File: config.mk
export PLATFORM = sky130hd
export DESIGN_NAME = did_top
export DESIGN_NICKNAME = d
export VERILOG_FILES = /design/src/did_pkg.sv /design/src/did_filter.sv /design/src/did_top.sv
export SDC_FILE = /design/constraint.sdc
export NUM_CORES = 1
export LEC_CHECK = 0
export ABC_CLOCK_PERIOD_IN_PS = 6400
export BUFFER_PORTS_ARGS = -buffer_cell sky130_fd_sc_hd__buf_4
export CORE_ASPECT_RATIO = 1.1
export CORE_MARGIN = 4
export CORE_UTILIZATION = 50
export CTS_CLUSTER_DIAMETER = 40
export DETAILED_ROUTE_END_ITERATION = 8
export PLACE_DENSITY_LB_ADDON = 0.3
export SLEW_MARGIN = 10
export SYNTH_ARGS = -nofsm -noshare
export SYNTH_HDL_FRONTEND = slang
export SYNTH_HIERARCHICAL = 1
export SYNTH_SLANG_ARGS = --single-unit
export TNS_END_PERCENT = 1
File: constraint.sdc
create_clock -name clock_in -period 6.4 [get_ports clock_in]
set_clock_uncertainty 0.2 [all_clocks]
set_input_delay 0.32 -clock clock_in [delete_from_list [all_inputs] [get_ports clock_in]]
set_output_delay 0.32 -clock clock_in [all_outputs]
set_load 0.005 [all_outputs]
File: src/did_pkg.sv
/*
  Package for the digital input debounce block: parameter addresses, field widths,
  reset values, setting codes and tick timing.
  Assumes a 125 MHz system clock.
*/
package did_pkg;

  localparam int unsigned NUM_INPUTS = 5;
  localparam int unsigned ADDR_W = 16;
  localparam int unsigned DATA_W = 16;
  localparam int unsigned CODE_W = 3;

  // Parameter addresses, one per input, two apart
  localparam logic [15:0] INPUT0_FILTER_TIME_ADDR = 16'h0840;
  localparam logic [15:0] INPUT1_FILTER_TIME_ADDR = 16'h0842;
  localparam logic [15:0] INPUT2_FILTER_TIME_ADDR = 16'h0844;
  localparam logic [15:0] INPUT3_FILTER_TIME_ADDR = 16'h0846;
  localparam logic [15:0] INPUT4_FILTER_TIME_ADDR = 16'h0848;
  localparam logic [15:0] ADDR_STEP = 16'h0002;

  localparam logic [2:0] CODE_NONE = 3'h0;
  localparam logic [2:0] CODE_MAX = 3'h6;
  localparam logic [2:0] FILTER_TIME_RESET = 3'h6;

  // Tick timing
  localparam int unsigned CLOCK_HZ = 125000000;
  localparam int unsigned TICK_NS = 250000;
  localparam int unsigned CLOCK_PERIOD_NS = 8;
  localparam int unsigned TICK_CYCLES = (TICK_NS + CLOCK_PERIOD_NS - 1) / CLOCK_PERIOD_NS;
  localparam int unsigned TICK_W = 15;
  localparam logic [14:0] TICK_LAST = 15'(TICK_CYCLES - 1);

  typedef struct packed {
    logic write;
    logic read;
    logic [15:0] addr;
    logic [15:0] wdata;
  } did_req_type;

  typedef struct packed {
    logic ack;
    logic error;
    logic [15:0] rdata;
  } did_rsp_type;

endpackage : did_pkg

File: src/did_filter.sv
/*
  One debounce channel: three-stage pin synchroniser and a tick-counted hold filter.
  Assumes a shared 0.25 ms tick pulse and a legal setting code.
*/
`timescale 1ns/1ps
`default_nettype none
module did_filter
(
  input wire logic clock_in,
  input wire logic reset_in,
  input wire logic enable_in,
  input wire logic tick_in,
  input wire logic [2:0] code_in,
  input wire logic raw_in,
  output logic clean_out
);

  logic sync1_q;
  logic sync2_q;
  logic sync3_q;
  logic [2:0] count_q;
  logic [2:0] count_d;
  logic clean_q;
  logic clean_d;
  logic stable;
  logic differs;

  assign stable = (sync2_q == sync3_q);
  assign differs = stable && (sync3_q != clean_q);

  always_comb
  begin
    count_d = count_q;
    clean_d = clean_q;
    if (code_in == did_pkg::CODE_NONE)
    begin
      if (stable)
      begin
        clean_d = sync3_q;
      end
      count_d = 3'h0;
    end
    else if (!differs)
    begin
      count_d = 3'h0;
    end
    else if (tick_in)
    begin
      if (count_q + 3'h1 >= code_in)
      begin
        clean_d = sync3_q;
        count_d = 3'h0;
      end
      else
      begin
        count_d = count_q + 3'h1;
      end
    end
  end

  always_ff @(posedge clock_in)
  begin
    if (reset_in)
    begin
      sync1_q <= 1'b0;
      sync2_q <= 1'b0;
      sync3_q <= 1'b0;
      count_q <= 3'h0;
      clean_q <= 1'b0;
    end
    else if (enable_in)
    begin
      sync1_q <= raw_in;
      sync2_q <= sync1_q;
      sync3_q <= sync2_q;
      count_q <= count_d;
      clean_q <= clean_d;
    end
  end

  assign clean_out = clean_q;

  nofilt_follow_a: assert property (@(posedge clock_in) disable iff (reset_in)
    (enable_in && code_in == 3'h0) |=>
    (clean_q == ($past(stable) ? $past(sync3_q) : $past(clean_q))))
    else $error("unfiltered input did not follow");

  hold_short_a: assert property (@(posedge clock_in) disable iff (reset_in)
    (enable_in && code_in != 3'h0 && !differs) |=> (clean_q == $past(clean_q)))
    else $error("filtered output changed without a steady new level");

endmodule : did_filter
`default_nettype wire

File: src/did_top.sv
/*
  Five-channel digital input debounce with its parameter registers.
  Assumes the fieldbus parameter layer presents one request per cycle as a packed
  struct and reads the answer one cycle later; power stage state comes from drive logic.
*/
`timescale 1ns/1ps
`default_nettype none
module did_top
(
  input wire logic clock_in,
  input wire logic reset_in,
  input wire logic enable_in,
  input wire logic power_stage_on_in,
  input wire did_pkg::did_req_type req_in,
  output did_pkg::did_rsp_type rsp_out,
  input wire logic [4:0] field_input_in,
  output logic [4:0] field_clean_out
);

  // ==========================================================
  // Tick generator, 0.25 ms
  // ==========================================================
  logic [14:0] tick_cnt_q;
  logic tick_q;
  logic tick_wrap;

  assign tick_wrap = (tick_cnt_q == did_pkg::TICK_LAST);

  always_ff @(posedge clock_in)
  begin
    if (reset_in)
    begin
      tick_cnt_q <= 15'h0000;
      tick_q <= 1'b0;
    end
    else if (enable_in)
    begin
      tick_cnt_q <= tick_wrap ? 15'h0000 : tick_cnt_q + 15'h0001;
      tick_q <= tick_wrap;
    end
  end

  // ==========================================================
  // Parameter registers
  // ==========================================================
  logic [2:0] code_q [5];
  logic [15:0] offset;
  logic [2:0] index;
  logic hit;
  logic legal_value;
  logic write_ok;
  did_pkg::did_rsp_type rsp_q;
  did_pkg::did_rsp_type rsp_d;

  assign offset = req_in.addr - did_pkg::INPUT0_FILTER_TIME_ADDR;
  assign index = offset[3:1];
  assign hit = (req_in.addr >= did_pkg::INPUT0_FILTER_TIME_ADDR) &&
               (req_in.addr <= did_pkg::INPUT4_FILTER_TIME_ADDR) && !offset[0];
  assign legal_value = (req_in.wdata <= 16'(did_pkg::CODE_MAX));
  assign write_ok = req_in.write && hit && legal_value && !power_stage_on_in;

  always_comb
  begin
    rsp_d.ack = req_in.write || req_in.read;
    rsp_d.error = (req_in.write && !write_ok) || (req_in.read && !hit);
    rsp_d.rdata = (req_in.read && hit) ? {13'h0000, code_q[index]} : 16'h0000;
  end

  generate
    for (genvar i = 0; i < 5; i++)
    begin : g_ch
      always_ff @(posedge clock_in)
      begin
        if (reset_in)
        begin
          code_q[i] <= did_pkg::FILTER_TIME_RESET;
        end
        else if (enable_in && write_ok && index == 3'(i))
        begin
          code_q[i] <= req_in.wdata[2:0];
        end
      end

      did_filter u_filter
      (
        .clock_in(clock_in),
        .reset_in(reset_in),
        .enable_in(enable_in),
        .tick_in(tick_q),
        .code_in(code_q[i]),
        .raw_in(field_input_in[i]),
        .clean_out(field_clean_out[i])
      );

      stage_hold_a: assert property (@(posedge clock_in) disable iff (reset_in)
        (enable_in && power_stage_on_in) |=> (code_q[i] == $past(code_q[i])))
        else $error("channel setting changed with power stage on");

      code_range_a: assert property (@(posedge clock_in) disable iff (reset_in)
        code_q[i] <= did_pkg::CODE_MAX)
        else $error("channel setting out of range");

      reset_six_a: assert property (@(posedge clock_in)
        reset_in |=> (code_q[i] == did_pkg::FILTER_TIME_RESET))
        else $error("channel setting not 6 after reset");

      write_land_a: assert property (@(posedge clock_in) disable iff (reset_in)
        (enable_in && write_ok && index == 3'(i)) |=> (code_q[i] == $past(req_in.wdata[2:0])))
        else $error("accepted write did not reach its channel");

      other_write_a: assert property (@(posedge clock_in) disable iff (reset_in)
        (enable_in && write_ok && index != 3'(i)) |=> (code_q[i] == $past(code_q[i])))
        else $error("write to one channel changed another");
    end
  endgenerate

  always_ff @(posedge clock_in)
  begin
    if (reset_in)
    begin
      rsp_q <= '0;
    end
    else if (enable_in)
    begin
      rsp_q <= rsp_d;
    end
  end

  assign rsp_out = rsp_q;

  // ==========================================================
  // Checks
  // ==========================================================
  stage_lock_a: assert property (@(posedge clock_in) disable iff (reset_in)
    (enable_in && power_stage_on_in) |=> (code_q[0] == $past(code_q[0])))
    else $error("setting changed with power stage on");

  range_keep_a: assert property (@(posedge clock_in) disable iff (reset_in)
    code_q[1] <= 3'h6)
    else $error("setting out of range");

  write_effect_a: assert property (@(posedge clock_in) disable iff (reset_in)
    (enable_in && write_ok && index == 3'h2) |=> (code_q[2] == $past(req_in.wdata[2:0])))
    else $error("accepted write did not take effect");

  reset_code_a: assert property (@(posedge clock_in)
    reset_in |=> (code_q[3] == 3'h6))
    else $error("setting not 6 after reset");

  tick_period_a: assert property (@(posedge clock_in) disable iff (reset_in)
    (enable_in && tick_wrap) |=> (tick_cnt_q == 15'h0000))
    else $error("tick counter did not wrap");

  read_back_a: assert property (@(posedge clock_in) disable iff (reset_in)
    (enable_in && req_in.read && hit && !req_in.write) |=>
    (rsp_q.rdata[2:0] == code_q[$past(index)]))
    else $error("read returned wrong setting");

  write_refuse_a: assert property (@(posedge clock_in) disable iff (reset_in)
    (enable_in && req_in.write && power_stage_on_in) |=> (rsp_q.ack && rsp_q.error))
    else $error("write taken while power stage on");

  write_accept_a: assert property (@(posedge clock_in) disable iff (reset_in)
    (enable_in && write_ok) |=> (rsp_q.ack && !rsp_q.error))
    else $error("legal write answered with error");

  range_refuse_a: assert property (@(posedge clock_in) disable iff (reset_in)
    (enable_in && req_in.write && req_in.wdata > 16'h0006) |=> rsp_q.error)
    else $error("setting above 6 not refused");

  read_upper_a: assert property (@(posedge clock_in) disable iff (reset_in)
    rsp_q.rdata[15:3] == 13'h0000)
    else $error("read data above the code field");

  ack_answer_a: assert property (@(posedge clock_in) disable iff (reset_in)
    (enable_in && (req_in.write || req_in.read)) |=> rsp_q.ack)
    else $error("request not acknowledged");

  idle_quiet_a: assert property (@(posedge clock_in) disable iff (reset_in)
    (enable_in && !req_in.write && !req_in.read) |=> (rsp_q == '0))
    else $error("answer without a request");

  unmapped_read_a: assert property (@(posedge clock_in) disable iff (reset_in)
    (enable_in && req_in.read && !hit) |=> (rsp_q.error && rsp_q.rdata == 16'h0000))
    else $error("unmapped read not refused");

  odd_write_a: assert property (@(posedge clock_in) disable iff (reset_in)
    (enable_in && req_in.write && req_in.addr[0]) |=> rsp_q.error)
    else $error("write to odd address taken");

  read_error_a: assert property (@(posedge clock_in) disable iff (reset_in)
    (enable_in && req_in.read && !req_in.write && hit) |=> !rsp_q.error)
    else $error("mapped read answered with error");

  tick_spacing_a: assert property (@(posedge clock_in) disable iff (reset_in)
    tick_q |-> (tick_cnt_q == 15'h0000))
    else $error("tick pulse away from counter wrap");

  tick_single_a: assert property (@(posedge clock_in) disable iff (reset_in)
    (enable_in && tick_q) |=> !tick_q)
    else $error("tick pulse longer than one cycle");

  tick_count_a: assert property (@(posedge clock_in) disable iff (reset_in)
    (enable_in && !tick_wrap) |=> (tick_cnt_q == $past(tick_cnt_q) + 15'h0001))
    else $error("tick counter skipped a cycle");

  freeze_hold_a: assert property (@(posedge clock_in) disable iff (reset_in)
    !enable_in |=> (rsp_q == $past(rsp_q) && tick_cnt_q == $past(tick_cnt_q)))
    else $error("state moved while clock enable low");

endmodule : did_top
`default_nettype wire

### Word-level counts from Yosys, hierarchy flattened

Memories as Yosys holds them, arrays and structs flattened.
Index checks and enable logic that the tools add are counted.
W data, S select, Z words.

* eq/ne operators: 25
* add/sub/neg operators: 7
* reductions and logical operators: 56
* magnitude comparators: 8
* multiplexer cells: 69
* bitwise logic cells: 5

Operators with widths (number)
* $mux W3: 26
* $mux W1: 42
* $reduce_bool A2 Y1: 15
* $reduce_and A5 Y1: 5
* $logic_and A1 B1 Y1: 19
* $logic_not A3 Y1: 6
* $ge A16 B12 Y1 const B: 1
* $le A16 B12 Y1 const B: 1
* $le A16 B3 Y1 const B: 1
* $add A15 B1 Y15 const B: 1
* $add A3 B1 Y3 const B: 5
* $eq A15 B15 Y1 const B: 1
* $ge A3 B3 Y1: 5
* $mux W15: 1
* $ne A3 B3 Y1 const B: 5
* $ne A2 B1 Y1 const B: 5
* $reduce_and A2 Y1: 5
* $eq A3 B2 Y1 const B: 2
* $eq A1 B1 Y1: 5
* $ne A1 B1 Y1: 5
* $or A1 B1 Y1: 5
* $logic_not A1 Y1: 4
* $sub A4 B1 Y4 const B: 1
* $eq A3 B1 Y1 const B: 1
* 2 further kinds: 3

* output and inout bits: 23
* memories: 1
* RAM bits: 15
* input bits: 43
* bits in registers: 69

Memories
* code_q: words 5, bits a word 3, rd ports 6, clocked after Yosys merged registers in 0, wr ports 5, RTL line did_top.sv:46 `logic [2:0] code_q [5];`

### Longest topological paths before layout

Gate-level depths: netlist (run 1).

* depth after elaboration: 12
* mapped depth: 8
* mapped depth without buffers: 8

### Modules after synthesis

The synthesis (run 1) kept the hierarchy.

Modules (own cells, without submodules)
* did_filter: area an instance 431.7 µm², instances 5, cells each 49, seq. area each 140.1 µm²
* did_top: area an instance 1940.6 µm², instances 1, cells each 197, seq. area each 870.8 µm²

### Worst setup path after synthesis (run 1)

Ideal clock, no wire load.

* path type: reg2reg
* start point: register g_ch[0].u_filter.count_q[0]
* end point: register g_ch[0].u_filter.clean_q
* library setup time: 119 ps
* slack: 4294 ps
* required time: 6081 ps
* cell stages (with the launch flop): 9
* path buffers: 0
* arrival: 1788 ps
* path through: dfxtp_1 > ha_1 > xor2_1 > ha_1 > nand2_1 > o21ai_2 > a21oi_1 > o31a_2 > o221a_2

* word-level cells in the longest chain between the ends: 4

Ends and longest elaborated chain
* start, declared: RTL line did_filter.sv:21 `logic [2:0] count_q;`
* start signal, assigned: RTL line did_filter.sv:76 `count_q <= count_d;`
* $add A3 B1 Y3: RTL line did_filter.sv:49 `if (count_q + 3'h1 >= code_in)`
* $ge A3 B3 Y1: RTL line did_filter.sv:49
* $reduce_bool A2 Y1 (no source line)
* $reduce_and A5 Y1 (no source line)
* end signal, assigned: RTL line did_filter.sv:77 `clean_q <= clean_d;`
* end, declared: RTL line did_filter.sv:23 `logic clean_q;`

No other way between the ends.
A chain may end at the register's enable or synchronous reset.

==> results of run 1 <==
[kinds of logic after synthesis]
logic type                 Yosys count  share of synthesized area [%]
AOI/OAI and AO/OA                   84                           15.1
adders and majority gates           22                           6.72
muxes                               13                           4.09
buffers and inverters               52                           5.98
other                                1                         0.0915
xor gates and xnor gates            19                           4.06
and+or+nand+nor                    180                           25.6
DFF                                 71                           38.3
[registers in the layout (all words and copies together) (netlist names)]
register                 cells
g_ch.u_filter/sync1_q        5
g_ch.u_filter/sync2_q        5
code_q                      15
g_ch.u_filter/sync3_q        5
rsp_out                      5
tick_q                       1
g_ch.u_filter/clean_out      5
tick_cnt_q                  15
g_ch.u_filter/count_q       15
[worst max-delay path: stages]
cell and delay (ns):
buf_4 0.44, nor4b_4 0.31, nand4_1 0.21, nor4b_4 0.77, a41o_1 0.34
[through the flow]
step	total power [mW]	cell area [sq um]	cells
detailed placement	0.577	4520	588
finish	0.918	4720	604
global placement	0.574	4520	588
floorplan	0.543	4140	454
CTS	0.931	4720	604
global route	0.961	4720	604
[metal layers]
metal  track usage (%)  vias up
li1                  -     1680
met3              4.31        8
met2              33.2       56
met5                 0        -
met1              21.2     1550
met4              4.67        0
[power breakdown]
part	switching [mW]	internal, mW
combinational	0.0464	0.0411
clock	0.167	0.185
sequential	0.0115	0.467
total	0.224	0.693
[placed cells by master, fill, tap and decap left out, drive strengths merged, types with 2 or more instances in the layout]
cell,Yosys,final
ha,22,22
buf,15,52
inv,26,27
a221oi,3,3
nor3,19,19
nand2,36,36
nor2,45,45
a21oi,38,38
o31a,10,10
nor4,12,12
and3b,5,5
xnor2,11,11
nand2b,5,5
mux2i,10,10
o21ai,13,13
nand4b,5,5
nor4b,7,7
nand3,16,16
a21boi,3,3
nor4bb,2,2
a31o,3,3
edfxtp,15,15
o221a,5,5
o31ai,5,5
clkbuf,11,12
xor2,8,8
nand3b,5,5
dfxtp,56,56
mux4,3,3
nand4,11,11
conb,1,13
clkinv,0,3
nor2b,6,6
and3,3,3
[final timing paths]
check / start / to / cells past startpoint / slack (ns)
setup / recovery: enable_in / code_q[3][1] / 5 / 3.83
setup reg to reg: g_ch[0].u_filter/count_q[0] / g_ch[0].u_filter/clean_out / 8 / 4.10
hold reg to reg: rsp_out[17] / rsp_out[17] / 1 / 0.26
hold / removal: field_input_in[1] / g_ch[1].u_filter/sync1_q / 3 / 0.02
[layout make-up]
cell class                      instances  area share [%]
Sequential cell                        71            33.3
Timing Repair Buffer                   52            8.26
Clock inverter                          4           0.530
Inverter                               26            2.07
Clock buffer                           12            3.74
Tap cell                              108            2.86
Multi-Input combinational cell        331            49.3
==> results.yml, run 1 <==
logic_synthesis:
  synth_most_common_cell: "dfxtp_1"
  yosysSeqAreaShare_pct: 38.3
  synth-edff-count: 15
  synth-main-ff-cell: "dfxtp_1"
  synth_cells: 442
  netlist_top_cells_area: "dfxtp_1 (27%), edfxtp_1 (11%), ha_1 (6.7%), nor2_1 (4.1%), a21oi_1 (4.0%)"
  syn-cell-area_sq_um: 4100
  synth_cell_types: 47
  yosysTopAreaCell: "dfxtp_1"
  synth_commonest_cells: "dfxtp_1 (56), nor2_1 (45), nand2_1 (36), a21oi_1 (33), inv_1 (26)"
  yosysTopAreaCellShare_pct: 27.4
  async_reset_ff_share_pct: 0
  avgSynthCellArea_sq_um: 9.27
  ys_warn_count: 6
  synth-seq-cells: 71
floorplanning:
  pin_count: 66
  rows: 34
  core_sq_um: 7960
  start_util_pct: 51.5
  fp.dieArea_sq_um: 9710
  die_y_microns: 103
  die_w_microns: 94.3
power:
  leakagePower_nw: 1.93
  pwr_density_cell_nw_per_um2: 194
  vdd_drop_max_uv: 108
placed_design:
  portBuffers: 52
  place_hpwl_microns: 6180
  gp_congestion: 0.796
  place_ws_ns: 3.49
clocking:
  cts-hold-fix-buffers: 0
  postCtsSetupBuffers: 0
  htree_num_levels: 3
  clockBufferDepth: 2
  ctsResizeCount: 0
  clk_pin_slew_ns: 0.08
  cts_inserted_buffers: 9
  clock_sinks: 71
  root_buffer: "clkbuf_8"
  cts_tree: "yes"
  clk_latency_ns: 0.34
sta:
  min_period_over_period_pct: 40.1
  whs_ns: 0.0204
  finalSetupTns_ns: 0
  setup_violations: 0
  rsz0062_at_grt: "false"
  drv_slew: 0
  fmax_mhz: 390
  relSlewSlack_pct: 48.3
  worst_slack_ns: 3.83
  max_slew.worst_pin.slew_ns: 0.773
  finalHoldViolCount: 0
  finalCriticalPeriod_ns: 2.57
route:
  drtPass1Iterations: 4
  wl_per_cell_microns: 13.9
  wl_met3_microns: 337
  wl_met1_microns: 3580
  top_layer: "met4"
  dr_total_vias: 3294
  dr_wl_met2_microns: 4400
  drt_iter0_markers: 160
  postRouteAntennaNets: 0
  viasPerCell: 5.45
  wl_microns: 8380
  drc: 0
finish:
  multi_input_area_sq_um: 2330
  syn_to_final_growth_pct: 15.2
  final-seq-area_sq_um: 1570
  num_antenna_cells: 0
  drive_gt1_share_pct: 23.2
  fin_util_pct: 59.4
  fillerInstances: 727
  nets: 556
worst_setup_path:
  startpoint_type: "primary input"
  critPathMaxFanout: 46
  end_kind: "flip-flop"
  arrival_ns: 2.40
  crit_type: "in -> reg"
  crit_required_ns: 6.24
global_route:
  overflow: 0
  grt_pass1_vias: 3227
  track_usage_pct: 18.1
  grt_pass1_wl_microns: 14300
  antenna_found_initial: 0
  grt_max_degree: 53
min_path:
  hp-class: "in -> reg"
run_status:
  status: "finished, final reports clean"
job:
  drv_cap: 0
No activity file was read; power rests on OpenSTA's default activity.
==> run 2: changes to the inputs <==
--- a/config.mk
+++ b/config.mk
@@ -5,7 +5,7 @@
 export SDC_FILE = /design/constraint.sdc
 export NUM_CORES = 1
 export LEC_CHECK = 0
-export ABC_CLOCK_PERIOD_IN_PS = 6400
+export ABC_CLOCK_PERIOD_IN_PS = 2300
 export BUFFER_PORTS_ARGS = -buffer_cell sky130_fd_sc_hd__buf_4
 export CORE_ASPECT_RATIO = 1.1
 export CORE_MARGIN = 4
==> constraint.sdc (replaced) <==
create_clock -name clock_in -period 2.3 [get_ports clock_in]
set_clock_uncertainty 0.2 [all_clocks]
set_input_delay 0.115 -clock clock_in [delete_from_list [all_inputs] [get_ports clock_in]]
set_output_delay 0.115 -clock clock_in [all_outputs]
set_load 0.005 [all_outputs]
==> run 2 against run 1 <==
The flow now finishes with violations (setup timing). Final cell count is 3.6% higher. Global-route usage grew 0.90 points. Utilization grew 2.8 points. Worst hold slack improved by 0.017 ns. Final area rose by 4.7%. Die area unchanged. Clock power rose to 2.8 times the previous value. Total power grew to 2.8 times the previous value. Sequential share of layout area is 1.5 points lower. First-iteration DRC count shrank 21%. Worst setup slack worse by 3.8 ns. Critical path type is now reg -> reg.
==> results.yml, run 2 (synthesized netlist as in run 1, its figures left out) <==
clocking:
  htree_num_levels: 3
  root_buffer: "clkbuf_8"
  cts_inserted_buffers: 9
  clockBufferDepth: 2
  postCtsSetupBuffers: 0
  clock_sinks: 71
  clk_latency_ns: 0.35
  cts_tree: "yes"
  clk_pin_slew_ns: 0.08
job:
  drv_cap: 0
sta:
  whs_ns: 0.0369
  finalCriticalPeriod_ns: 2.31
  finalHoldViolCount: 0
  fmax_mhz: 433
  worst_slack_ns: -0.00862
  min_period_over_period_pct: 100
  drv_slew: 0
  max_slew.worst_pin.slew_ns: 0.569
  rsz0062_at_grt: "true"
  setup_violations: 1
  relSlewSlack_pct: 62.0
finish:
  fin_util_pct: 62.1
  multi_input_area_sq_um: 2350
  drive_gt1_share_pct: 24.1
  fillerInstances: 678
  syn_to_final_growth_pct: 20.6
  nets: 578
  num_antenna_cells: 0
  final-seq-area_sq_um: 1570
  reg.largest.list: "code_q: 15 flops, g_ch.u_filter/count_q: 15 flops, tick_cnt_q: 15 flops"
  final_cell_mix: "buf_4 (58), dfxtp_1 (56), nor2_1 (45), nand2_1 (36), a21oi_1 (33)"
  mostFrequentLayoutCell: "buf_4"
  final_area_sq_um: 4940
worst_setup_path:
  crit_required_ns: 2.35
  critPathMaxFanout: 4
  startpoint_type: "flip-flop"
  crit_type: "reg -> reg"
  end_kind: "flip-flop"
  arrival_ns: 2.36
floorplanning:
  die_w_microns: 94.3
  core_sq_um: 7960
  start_util_pct: 51.5
  fp.dieArea_sq_um: 9710
  die_y_microns: 103
  pin_count: 66
  rows: 34
placed_design:
  gp_congestion: 0.807
  place_ws_ns: 0.0570
  placedInstanceArea_sq_um: 4570
  portBuffers: 52
  place_hpwl_microns: 6400
global_route:
  overflow: 0
  grt_pass1_wl_microns: 14800
  gr-usage-met3_pct: 3.65
  antenna_found_initial: 0
  busiest_layer: "met2"
  grt_max_degree: 38
  use_met2_pct: 33.6
  use_met1_pct: 22.7
  track_usage_pct: 19.0
  grt_pass1_vias: 3339
route:
  postRouteAntennaNets: 0
  dr_total_vias: 3403
  wl_microns: 8860
  drt_iter0_markers: 127
  wl_per_cell_microns: 14.2
  viasPerCell: 5.44
  drc: 0
  drtPass1Iterations: 4
power:
  vdd_drop_max_uv: 323
  total_power_mw: 2.61
  leakagePower_nw: 2.01
  pwr_density_cell_nw_per_um2: 528
min_path:
  hp-class: "in -> reg"
run_status:
  status: "finished with violations"
  violations: "setup timing"
==> run 2: cell types whose count changed in the layout (fill, tap and decap cells not counted) <==
cell,before,now
clkinvlp_4,0,4
bufinv_16,0,1
nor4b_2,3,4
clkinv_2,2,1
ha_2,0,1
dlygate4sd3_1,0,16
ha_1,22,21
inv_4,1,0
nor3_2,0,2
nor3_1,14,12
clkbuf_16,1,0
clkbuf_8,11,9
buf_4,52,58
nor4b_1,2,1
==> run 2: path summary, 6_finish.rpt <==
kind / startpoint / endpoint / slack (ns) / cells past startpoint
max: g_ch[4].u_filter/count_q[0] / g_ch[4].u_filter/clean_out / -0.009 / 8
min: req_in[0] / code_q[4][0] / 0.04 / 4
max reg2reg: g_ch[4].u_filter/count_q[0] / g_ch[4].u_filter/clean_out / -0.009 / 8
min reg2reg: rsp_out[17] / rsp_out[17] / 0.26 / 1
==> run 2: layout make-up <==
| cell class | count | share of cell area, % |
|---|---|---|
| multi-input combinational | 331 | 47.5 |
| sequential | 71 | 31.8 |
| timing repair buffer | 74 | 12.0 |
| tap | 108 | 2.73 |
| clock buffer | 9 | 2.51 |
| inverter | 26 | 1.97 |
| clock inverter | 7 | 1.49 |
==> run 2: stage by stage <==
stage / instances / TNS (ns)
2_1_floorplan: 454 / 0
3_3_place_gp: 594 / 0
3_5_place_dp: 594 / 0
4_1_cts: 626 / 0
5_1_grt: 626 / -0.262
6_report: 626 / -0.00862
==> run 2: critical path, cell delays in order (launching register included) <==
cell and delay [ns]:
dfxtp_1 0.35, ha_1 0.24, xor2_1 0.16, ha_1 0.30, nand2_1 0.07, o21ai_2 0.18
a21oi_1 0.12, o31a_2 0.32, o221a_2 0.26
==> run 2: power by group <==
group	switching (mW)	internal [mW]
clock network	0.501	0.500
registers	0.0323	1.30
logic	0.140	0.137
total	0.673	1.94
==> run 2: metal layers <==
metal	wire [microns]	vias up	part of all wire, %
met1	3980	1613	45
met5	0	-	0
met2	4460	50	50
met4	205	0	2.3
met3	216	20	2.4
li1	-	1720	-
==> run 2: repair_timing <==
action,4_1_cts,5_1_grt
hold endpoints to repair,36,0
hold buffers,16,0
setup endpoints to repair,0,16
resized for setup,0,4
